===== config.mk =====
export PLATFORM = sky130hd
export DESIGN_NAME = ofef_flags
export DESIGN_NICKNAME = d
export VERILOG_FILES = /design/src/include/ofef_pkg.sv /design/src/ofef_sync.sv /design/src/ofef_flags.sv
export VERILOG_INCLUDE_DIRS = /design/src /design/src/include
export SDC_FILE = /design/constraint.sdc
export NUM_CORES = 1
export LEC_CHECK = 0
export ABC_AREA = 1
export ABC_CLOCK_PERIOD_IN_PS = 1500
export BUFFER_PORTS_ARGS = -buffer_cell sky130_fd_sc_hd__buf_2
export CORE_ASPECT_RATIO = 1.25
export CORE_MARGIN = 2
export CORE_UTILIZATION = 51
export DETAILED_ROUTE_END_ITERATION = 10
export PLACE_DENSITY = 0.75
export SYNTH_ARGS = -nofsm -noshare
export SYNTH_HDL_FRONTEND = slang
export SYNTH_SLANG_ARGS = --single-unit

===== constraint.sdc =====
create_clock -name CLOCK -period 1.5 [get_ports CLOCK]
set_input_delay 0.3 -clock CLOCK [delete_from_list [all_inputs] [get_ports CLOCK]]
set_output_delay 0.3 -clock CLOCK [all_outputs]
set_load 0.03 [all_outputs]

===== src/include/ofef_cfg.svh =====
// Purpose: offsets, field positions, reset values and timing for the fault/event flag block
// Assumes: 8-bit registers on page 0 of the control bus
// Notes:   included by bare name
`ifndef OFEF_CFG_SVH
`define OFEF_CFG_SVH

`define OFEF_ADDR_W          7
`define OFEF_OFS_BTN_CLR     7'h0E
`define OFEF_OFS_SC_STATUS   7'h5F
`define OFEF_OFS_LATCHED     7'h60
`define OFEF_OFS_LIVE        7'h61
`define OFEF_OFS_PIN_CTRL    7'h62

`define OFEF_BIT_SC_LEFT     7
`define OFEF_BIT_SC_RIGHT    6
`define OFEF_BIT_SC_COMMON   5
`define OFEF_BIT_COM_PWR     3
`define OFEF_BIT_BUTTON      3
`define OFEF_BIT_HEADSET     2
`define OFEF_BIT_GATE_LEFT   1
`define OFEF_BIT_GATE_RIGHT  0
`define OFEF_BIT_REPEAT      2

`define OFEF_RST_REG         8'h00
`define OFEF_SC_STATUS_MASK  8'hE8
`define OFEF_FLAGS_MASK      8'hEF

`define OFEF_CLK_HZ          20000000
`define OFEF_PULSE_ON_US     1000
`define OFEF_PULSE_OFF_US    1000
`define OFEF_PULSE_ON_CYC    ((`OFEF_PULSE_ON_US * (`OFEF_CLK_HZ / 1000000)))
`define OFEF_PULSE_OFF_CYC   ((`OFEF_PULSE_OFF_US * (`OFEF_CLK_HZ / 1000000)))

`endif


===== src/include/ofef_pkg.sv =====
// Purpose: types for the fault/event flag block
// Assumes: nothing
// Notes:   none
package ofef_pkg;

    typedef struct packed {
        logic sc_left;
        logic sc_right;
        logic sc_common;
        logic com_pwr;
        logic button;
        logic headset;
        logic gate_left;
        logic gate_right;
    } ofef_src_t;

    typedef enum logic [2:0] {
        PL_IDLE = 3'b001,
        PL_HIGH = 3'b010,
        PL_LOW  = 3'b100
    } ofef_pulse_t;

endpackage


===== src/ofef_sync.sv =====
// Purpose: two-stage synchroniser bank for detector inputs
// Assumes: inputs are asynchronous to CLOCK
// Notes:   first stage feeds only the second
`timescale 1ns/1ns
module ofef_sync #(
    parameter int WIDTH = 8
) (
    input  wire logic             clock,   // system clock
    input  wire logic             reset_n, // async reset, active low
    input  wire logic [WIDTH-1:0] d,       // asynchronous levels
    output logic      [WIDTH-1:0] q        // synchronised levels
);
    logic [WIDTH-1:0] stage1;

    // refuse an empty bank at elaboration
    if (WIDTH < 1)
    begin : g_bad_width
        $error("ofef_sync: WIDTH must be at least 1");
    end

    generate
        for (genvar i = 0; i < WIDTH; i++)
        begin : g_bit
            always_ff @(posedge clock or negedge reset_n)
            begin
                if (!reset_n)
                begin
                    stage1[i] <= 1'b0;
                    q[i]      <= 1'b0;
                end
                else
                begin
                    stage1[i] <= d[i];
                    q[i]      <= stage1[i];
                end
            end
        end
    endgenerate
endmodule


===== src/ofef_flags.sv =====
// Purpose: short-circuit/power status, latched and live event flags, host reads them
// Assumes: host read strobe is one cycle, on CLOCK; detector levels are asynchronous
// Notes:   read data registered one cycle after the strobe
// Contract
// RQ1: status bits 7,6,5 show live short circuit on left, right, common drivers.
// RQ2: status bit 3 reads one only when common driver is fully powered.
// RQ3: reserved status bits 4 and 2..0 read zero; host never writes them.
// RQ4: latched register bits 7,6,5 record short-circuit events per driver.
// RQ5: latched bit 2 sets on headset insertion or removal.
// RQ6: latched bit 3 sets on a headset button press.
// RQ7: bits 1 and 0 show left and right noise-gate condition in both flag registers.
// RQ8: live register mirrors the same sources at the same bit positions.
// RQ9: live bit 2 is one while a headset is present.
// RQ10: live button bit is sticky, cleared only by reading register 14.
// RQ11: in repeat mode the pin keeps pulsing until latched register is read.
// RQ12: latched bits hold until the host read; live bits other than the sticky button bit 3 follow detectors.
`timescale 1ns/1ns
`include "ofef_cfg.svh"
module ofef_flags #(
    parameter int PULSE_ON_CYC  = `OFEF_PULSE_ON_CYC,
    parameter int PULSE_OFF_CYC = `OFEF_PULSE_OFF_CYC
) (
    input  wire logic                    CLOCK,      // 20 MHz clock
    input  wire logic                    RESET_N,    // async reset, active low
    input  wire logic                    SC_LEFT,    // left headphone driver short
    input  wire logic                    SC_RIGHT,   // right headphone driver short
    input  wire logic                    SC_COMMON,  // common headphone driver short
    input  wire logic                    COM_PWR_UP, // common driver fully powered
    input  wire logic                    BUTTON,     // headset button held
    input  wire logic                    HEADSET,    // headset present
    input  wire logic                    GATE_LEFT,  // left noise gate active
    input  wire logic                    GATE_RIGHT, // right noise gate active
    input  wire logic                    RD_STB,     // host read strobe
    input  wire logic                    WR_STB,     // host write strobe
    input  wire logic [`OFEF_ADDR_W-1:0] ADDR,       // register offset
    input  wire logic [7:0]              WDATA,      // write data
    output logic      [7:0]              RDATA,      // read data
    output logic                         RVALID,     // read data valid pulse
    output logic                         PIN_IRQ     // general_pin_one repeat pulse
);
    ofef_pkg::ofef_src_t src;
    ofef_pkg::ofef_src_t src_d;
    ofef_pkg::ofef_pulse_t pstate;
    logic [7:0]  latched;
    logic [7:0]  live;
    logic [7:0]  sc_status;
    logic [7:0]  next_latched;
    logic [7:0]  set_ev;
    logic        button_sticky;
    logic        repeat_en;
    logic        rd_latched;
    logic        rd_btn_clr;
    logic [31:0] pcount;

    // zero-length phases cannot be counted, refused at elaboration
    if (PULSE_ON_CYC < 1 || PULSE_OFF_CYC < 1)
    begin : g_bad_pulse
        $error("ofef_flags: pulse counts must be at least one");
    end

    function automatic logic hit(input logic [`OFEF_ADDR_W-1:0] a,
                                 input logic [`OFEF_ADDR_W-1:0] ofs);
        hit = (a == ofs);
    endfunction

    ofef_sync #(
        .WIDTH (8)
    ) u_sync (
        .clock   (CLOCK),
        .reset_n (RESET_N),
        .d       ({SC_LEFT, SC_RIGHT, SC_COMMON, COM_PWR_UP,
                   BUTTON, HEADSET, GATE_LEFT, GATE_RIGHT}),
        .q       (src)
    );

    assign rd_latched = RD_STB && hit(ADDR, `OFEF_OFS_LATCHED);
    assign rd_btn_clr = RD_STB && hit(ADDR, `OFEF_OFS_BTN_CLR);

    // previous levels for edge detection
    always_ff @(posedge CLOCK or negedge RESET_N)
    begin
        if (!RESET_N)
            src_d <= '0;
        else
            src_d <= src;
    end

    always_comb
    begin
        set_ev = 8'h00;
        set_ev[`OFEF_BIT_SC_LEFT]    = src.sc_left;    // RQ4
        set_ev[`OFEF_BIT_SC_RIGHT]   = src.sc_right;   // RQ4
        set_ev[`OFEF_BIT_SC_COMMON]  = src.sc_common;  // RQ4
        set_ev[`OFEF_BIT_BUTTON]     = src.button & ~src_d.button; // RQ6
        set_ev[`OFEF_BIT_HEADSET]    = src.headset ^ src_d.headset; // RQ5
        set_ev[`OFEF_BIT_GATE_LEFT]  = src.gate_left;  // RQ7
        set_ev[`OFEF_BIT_GATE_RIGHT] = src.gate_right; // RQ7
        // set wins over the clearing read
        next_latched = ((rd_latched ? 8'h00 : latched) | set_ev) & `OFEF_FLAGS_MASK; // RQ12
    end

    always_ff @(posedge CLOCK or negedge RESET_N)
    begin
        if (!RESET_N)
            latched <= `OFEF_RST_REG;
        else
            latched <= next_latched; // RQ12
    end

    // live button bit is sticky until register 14 is read
    always_ff @(posedge CLOCK or negedge RESET_N)
    begin
        if (!RESET_N)
            button_sticky <= 1'b0;
        else if (set_ev[`OFEF_BIT_BUTTON])
            button_sticky <= 1'b1; // RQ10
        else if (rd_btn_clr)
            button_sticky <= 1'b0; // RQ10
    end

    always_comb
    begin
        live = 8'h00;
        live[`OFEF_BIT_SC_LEFT]    = src.sc_left;    // RQ8
        live[`OFEF_BIT_SC_RIGHT]   = src.sc_right;   // RQ8
        live[`OFEF_BIT_SC_COMMON]  = src.sc_common;  // RQ8
        live[`OFEF_BIT_BUTTON]     = button_sticky;  // RQ10
        live[`OFEF_BIT_HEADSET]    = src.headset;    // RQ9
        live[`OFEF_BIT_GATE_LEFT]  = src.gate_left;  // RQ7
        live[`OFEF_BIT_GATE_RIGHT] = src.gate_right; // RQ7
        sc_status = 8'h00;                           // RQ3
        sc_status[`OFEF_BIT_SC_LEFT]   = src.sc_left;   // RQ1
        sc_status[`OFEF_BIT_SC_RIGHT]  = src.sc_right;  // RQ1
        sc_status[`OFEF_BIT_SC_COMMON] = src.sc_common; // RQ1
        sc_status[`OFEF_BIT_COM_PWR]   = src.com_pwr;   // RQ2
    end

    // pin control: only the repeat-duration bit is held here
    always_ff @(posedge CLOCK or negedge RESET_N)
    begin
        if (!RESET_N)
            repeat_en <= 1'b0;
        else if (WR_STB && hit(ADDR, `OFEF_OFS_PIN_CTRL))
            repeat_en <= WDATA[`OFEF_BIT_REPEAT];
    end

    always_ff @(posedge CLOCK or negedge RESET_N)
    begin
        if (!RESET_N)
        begin
            RDATA  <= `OFEF_RST_REG;
            RVALID <= 1'b0;
        end
        else
        begin
            RVALID <= RD_STB;
            if (!RD_STB)
                RDATA <= 8'h00;
            else if (hit(ADDR, `OFEF_OFS_SC_STATUS))
                RDATA <= sc_status & `OFEF_SC_STATUS_MASK; // RQ3
            else if (hit(ADDR, `OFEF_OFS_LATCHED))
                RDATA <= latched;
            else if (hit(ADDR, `OFEF_OFS_LIVE))
                RDATA <= live & `OFEF_FLAGS_MASK;
            else if (hit(ADDR, `OFEF_OFS_PIN_CTRL))
                RDATA <= {5'b0_0000, repeat_en, 2'b00};
            else
                RDATA <= 8'h00;
        end
    end

    // repeated pulses while any latched flag stands, stopped by its read
    always_ff @(posedge CLOCK or negedge RESET_N)
    begin
        if (!RESET_N)
        begin
            pstate  <= ofef_pkg::PL_IDLE;
            pcount  <= 32'h0000_0000;
            PIN_IRQ <= 1'b0;
        end
        else if (!repeat_en || rd_latched || latched == 8'h00)
        begin
            pstate  <= ofef_pkg::PL_IDLE; // RQ11
            pcount  <= 32'h0000_0000;
            PIN_IRQ <= 1'b0;
        end
        else
        begin
            case (pstate)
                ofef_pkg::PL_IDLE:
                begin
                    pstate  <= ofef_pkg::PL_HIGH; // RQ11
                    pcount  <= 32'h0000_0000;
                    PIN_IRQ <= 1'b1;
                end
                ofef_pkg::PL_HIGH:
                begin
                    if (pcount >= 32'(PULSE_ON_CYC - 1))
                    begin
                        pstate  <= ofef_pkg::PL_LOW;
                        pcount  <= 32'h0000_0000;
                        PIN_IRQ <= 1'b0;
                    end
                    else
                        pcount <= pcount + 32'h0000_0001;
                end
                ofef_pkg::PL_LOW:
                begin
                    if (pcount >= 32'(PULSE_OFF_CYC - 1))
                    begin
                        pstate  <= ofef_pkg::PL_HIGH;
                        pcount  <= 32'h0000_0000;
                        PIN_IRQ <= 1'b1;
                    end
                    else
                        pcount <= pcount + 32'h0000_0001;
                end
                default:
                begin
                    pstate  <= ofef_pkg::PL_IDLE;
                    pcount  <= 32'h0000_0000;
                    PIN_IRQ <= 1'b0;
                end
            endcase
        end
    end

    chk_status_reserved: assert property (@(posedge CLOCK) disable iff (!RESET_N) // RQ3
        RD_STB && hit(ADDR, `OFEF_OFS_SC_STATUS) |=> (RDATA & 8'h17) == 8'h00)
        else $error("reserved status bits not zero");
    chk_status_short: assert property (@(posedge CLOCK) disable iff (!RESET_N) // RQ1
        RD_STB && hit(ADDR, `OFEF_OFS_SC_STATUS) |=> RDATA[7:5] == $past(src[7:5]))
        else $error("status short bits wrong");
    chk_status_power: assert property (@(posedge CLOCK) disable iff (!RESET_N) // RQ2
        RD_STB && hit(ADDR, `OFEF_OFS_SC_STATUS) |=> RDATA[3] == $past(src.com_pwr))
        else $error("common power bit wrong");
    chk_latch_short: assert property (@(posedge CLOCK) disable iff (!RESET_N) // RQ4
        src.sc_left |=> latched[7])
        else $error("left short not latched");
    chk_latch_headset: assert property (@(posedge CLOCK) disable iff (!RESET_N) // RQ5
        $changed(src.headset) |=> latched[2])
        else $error("headset change not latched");
    chk_latch_button: assert property (@(posedge CLOCK) disable iff (!RESET_N) // RQ6
        $rose(src.button) |=> latched[3] && button_sticky)
        else $error("button press not latched");
    chk_latch_gate: assert property (@(posedge CLOCK) disable iff (!RESET_N) // RQ7
        src.gate_left && src.gate_right |=> latched[1:0] == 2'b11)
        else $error("noise gate not latched");
    chk_live_mirror: assert property (@(posedge CLOCK) disable iff (!RESET_N) // RQ8
        RD_STB && hit(ADDR, `OFEF_OFS_LIVE) |=> RDATA[2] == $past(src.headset)
        && RDATA[7:5] == $past(src[7:5]))
        else $error("live register mismatch");
    chk_live_sticky: assert property (@(posedge CLOCK) disable iff (!RESET_N) // RQ10
        button_sticky && !rd_btn_clr |=> button_sticky)
        else $error("live button bit dropped early");
    chk_latch_hold: assert property (@(posedge CLOCK) disable iff (!RESET_N) // RQ12
        latched[6] && !rd_latched |=> latched[6])
        else $error("latched flag lost");
    chk_repeat_stop: assert property (@(posedge CLOCK) disable iff (!RESET_N) // RQ11
        rd_latched |=> !PIN_IRQ)
        else $error("pulses continue after read");

    cov_short_read: cover property (@(posedge CLOCK) disable iff (!RESET_N)
        latched[7] ##1 rd_latched);
    cov_repeat_pulse: cover property (@(posedge CLOCK) disable iff (!RESET_N)
        $rose(PIN_IRQ));
    cov_button_clear: cover property (@(posedge CLOCK) disable iff (!RESET_N)
        button_sticky && rd_btn_clr);
endmodule


==> reports/metrics.cfg <==
[outcome]
outcome = complete, but fails checks
violations = negative setup slack

[timing]
rsz0062_at_grt = yes
timing.final.hold_violations = 0
postLayoutSetupSlackWorst_ns = -0.00722
timing.final.crit_share_pct = 100
slew_viol_final = 0
final_hold_slack_ns = 0.0635
timing.setup.tns_ns = -0.0188
setup_viol = 6
final.min_clock_period_ns = 1.51
max_freq_mhz = 663
timing.clock.skew_ns = 0.00787

[routing]
ant_nets = 0
drtPass1Iterations = 4
post_drt_via_cell_ratio = 4.71
routedWlPerCell_um = 11.0
routed_wl_um = 4390
detailed_route_drc_error_count = 0
vias = 1870
initialDrtViolationCount = 82

[global_routing]
global_route_wire_length_before_repair_um = 7710
grt_antenna_before_repair = 0
grt_max_degree = 71
grt-ovfl-total = 0
grt_most_used_layer = met2
grt_pass1_vias = 1886
grt_use_met2_pct = 28.0
tot_gr_track_use_pct = 16.7
grtUsageMet1_pct = 18.6
global_route.usage.met3_pct = 4.39

[clock_network]
clk-insertion-delay-late_ns = 0.34
ctsHtreeMaxLevel = 3
cts.sink_count = 70
clk_transition_reported_paths_ns = 0.07
total_cts_buffers = 9
root_buffer = sky130_fd_sc_hd__clkbuf_8
cts_buffer_depth = 2
tritoncts = built

[critical_path]
crit_path_end_kind = register
timing_worst_setup_path_type = reg2reg
critPathMaxFanout = 7
critical_path.startpoint_type = register
worst-endpoint-required_ns = 1.77
critPathArrivalTime_ns = 1.78

[final_layout]
layout_commonest_cell = sky130_fd_sc_hd__dfrtp_1
drive_above_1_share_pct = 25.1
area_delta_synth_final_pct = 24.8
multi_input_area_um2 = 891
most-common-layout-cells = sky130_fd_sc_hd__dfrtp_1 (69), sky130_fd_sc_hd__nand2_1 (48), sky130_fd_sc_hd__inv_1 (36)
antenna_cell_count = 0
layout.cells.non_filler = 397
regArea_um2 = 1750
final_area_um2 = 3370
fillerInstances = 378
design.final.nets = 358

[synth]
post_synth_fa_ha_maj_area_fraction_pct = 0.463
synth_cells = 264
syn-mean-instance-area_um2 = 10.2
synth_enable_flop_cells = 0
synthXorXnorAreaFrac_pct = 3.56
muxShareOfSynthArea_pct = 0.416
synth_seq_cells = 70
synth_top_family_by_area = simple AND/OR/NAND/NOR gates
ys_seq_area_share_pct = 64.8
synth_ff_type = sky130_fd_sc_hd__dfrtp_1
post_synth_instance_area_um2 = 2700
synth-async-reset-ratio_pct = 100
yosysUniqueCellTypes = 28
synth_compound_gate_area_share_pct = 3.79
synthSimpleGateAreaFrac_pct = 20.8
yosys_warnings = 0

[floorplanning]
fp.dieH_um = 85.4
die-area_um2 = 5900
die-width_um = 69.1
io_pins = 37
floorplan.initialDensity_pct = 53.2
fp.coreArea_um2 = 5080
row_count = 29

[power]
switching_share_pct = 19.9
clockPowerShare_pct = 44.7
cellPowerDensity_nw_per_um2 = 1140
fin_total_pwr_mw = 3.83
power.share.combinational_pct = 3.9
int_pwr_mw = 3.07
share_seq_of_total_power_pct = 51.4
power.net_switching_mw = 0.761
power.leakage_nw = 1.71
vdd_drop_max_v = 0.000544

[placed_design]
port-buffer-count = 28
post_dp_cell_area_um2 = 3060
gp_routability_congestion = 0.761
place_inst = 378
dpl.hpwl_um = 2850

[hold_path]
worstHoldPathType = in2reg

[job]
cap_viol_max_count = 0

## state kept, by name (all words and copies together) (netlist names)
register and count:
repeat_en 1, u_sync.stage1 8, pstate 2, RDATA 7, pcount 32, latched 7
button_sticky 1, u_sync.q 8, PIN_IRQ 1, RVALID 1, src_d 2
## per-stage QoR
step           worst slack [ns]  util, %
6_report               -0.00722     66.4
5_1_grt                  -0.107     66.4
4_1_cts                 0.00913     65.1
3_5_place_dp           -0.00511     60.2
3_3_place_gp             0.0441     60.2
2_1_floorplan           0.00821        -
## cells in the mapped netlist (3+ instances only)
master / number / area (µm²)
sky130_fd_sc_hd__inv_1: 37 / 139
sky130_fd_sc_hd__nor2_1: 31 / 116
sky130_fd_sc_hd__dfrtp_1: 69 / 1730
sky130_fd_sc_hd__nor3_1: 5 / 25.0
sky130_fd_sc_hd__nand3_1: 15 / 75.1
sky130_fd_sc_hd__nor2_4: 3 / 33.8
sky130_fd_sc_hd__nand2_1: 51 / 191
sky130_fd_sc_hd__nor2_2: 11 / 68.8
sky130_fd_sc_hd__o22ai_1: 3 / 18.8
sky130_fd_sc_hd__o21ai_0: 11 / 55.1
sky130_fd_sc_hd__xnor2_1: 4 / 35.0
sky130_fd_sc_hd__xor2_1: 7 / 61.3
## power by group through the flow
stage               combinational, mW  sequential [mW]  clock, mW
CTS                             0.151             1.97       1.76
finish                          0.148             1.97       1.71
global route                    0.173             1.97       1.86
floorplan                      0.0552             2.01          0
global placement                0.145             2.00          0
detailed placement              0.148             2.00          0
## final timing paths
kind | depth (start not counted) | slack [ns] | startpoint | endpoint
setup / recovery | 11 | -0.007 | pcount[1] | pcount[6]
hold / removal | 1 | 0.06 | SC_RIGHT | u_sync.stage1[6]
setup reg to reg | 11 | -0.007 | pcount[1] | pcount[6]
hold reg to reg | 0 | 0.35 | u_sync.stage1[3] | u_sync.q[3]
max in group asynchronous | 3 | 0.68 | RESET_N | pstate[0]
min in group asynchronous | 3 | 0.52 | RESET_N | RDATA[0]
## per-layer routing
layer | share of wire [%] | vias up
met5 | 0 | -
met4 | 2.6 | 0
met3 | 3.9 | 13
met2 | 50 | 41
met1 | 43 | 888
li1 | - | 928
## cell type report
cell class	instances	share of cell area, %
Inverter	38	4.23
Multi-Input combinational cell	171	26.4
Clock buffer	13	5.01
Tap cell	62	2.30
Sequential cell	70	52.0
Clock inverter	3	1.93
Timing Repair Buffer	40	8.16
## worst max-delay path: stages, from the launching register on
cell	delay, ns
sky130_fd_sc_hd__dfrtp_1	0.38
sky130_fd_sc_hd__ha_2	0.20
sky130_fd_sc_hd__nand2_2	0.06
sky130_fd_sc_hd__inv_2	0.04
sky130_fd_sc_hd__nand2_2	0.04
sky130_fd_sc_hd__nand2_1	0.05
sky130_fd_sc_hd__nand2_1	0.07
sky130_fd_sc_hd__nand2_2	0.06
sky130_fd_sc_hd__nor2_4	0.14
sky130_fd_sc_hd__nand3_4	0.12
sky130_fd_sc_hd__clkbuf_16	0.20
sky130_fd_sc_hd__nor2_2	0.07
## what timing repair did
action | in CTS | in global routing
cloned | 0 | 1
setup buffers | 0 | 1
setup endpoints to repair | 6 | 17
hold endpoints to repair | 69 | 0
gates resized for setup | 1 | 12
hold buffers | 1 | 0
pin swaps | 0 | 8
## logic make-up after synthesis
group | count (synthesis)
simple gates | 122
fa+ha+maj | 1
flops | 70
mux | 1
buf+inv | 40
xor+xnor | 11
other cells | 1
compound gates | 18
No activity file was read; power rests on OpenSTA's default activity.
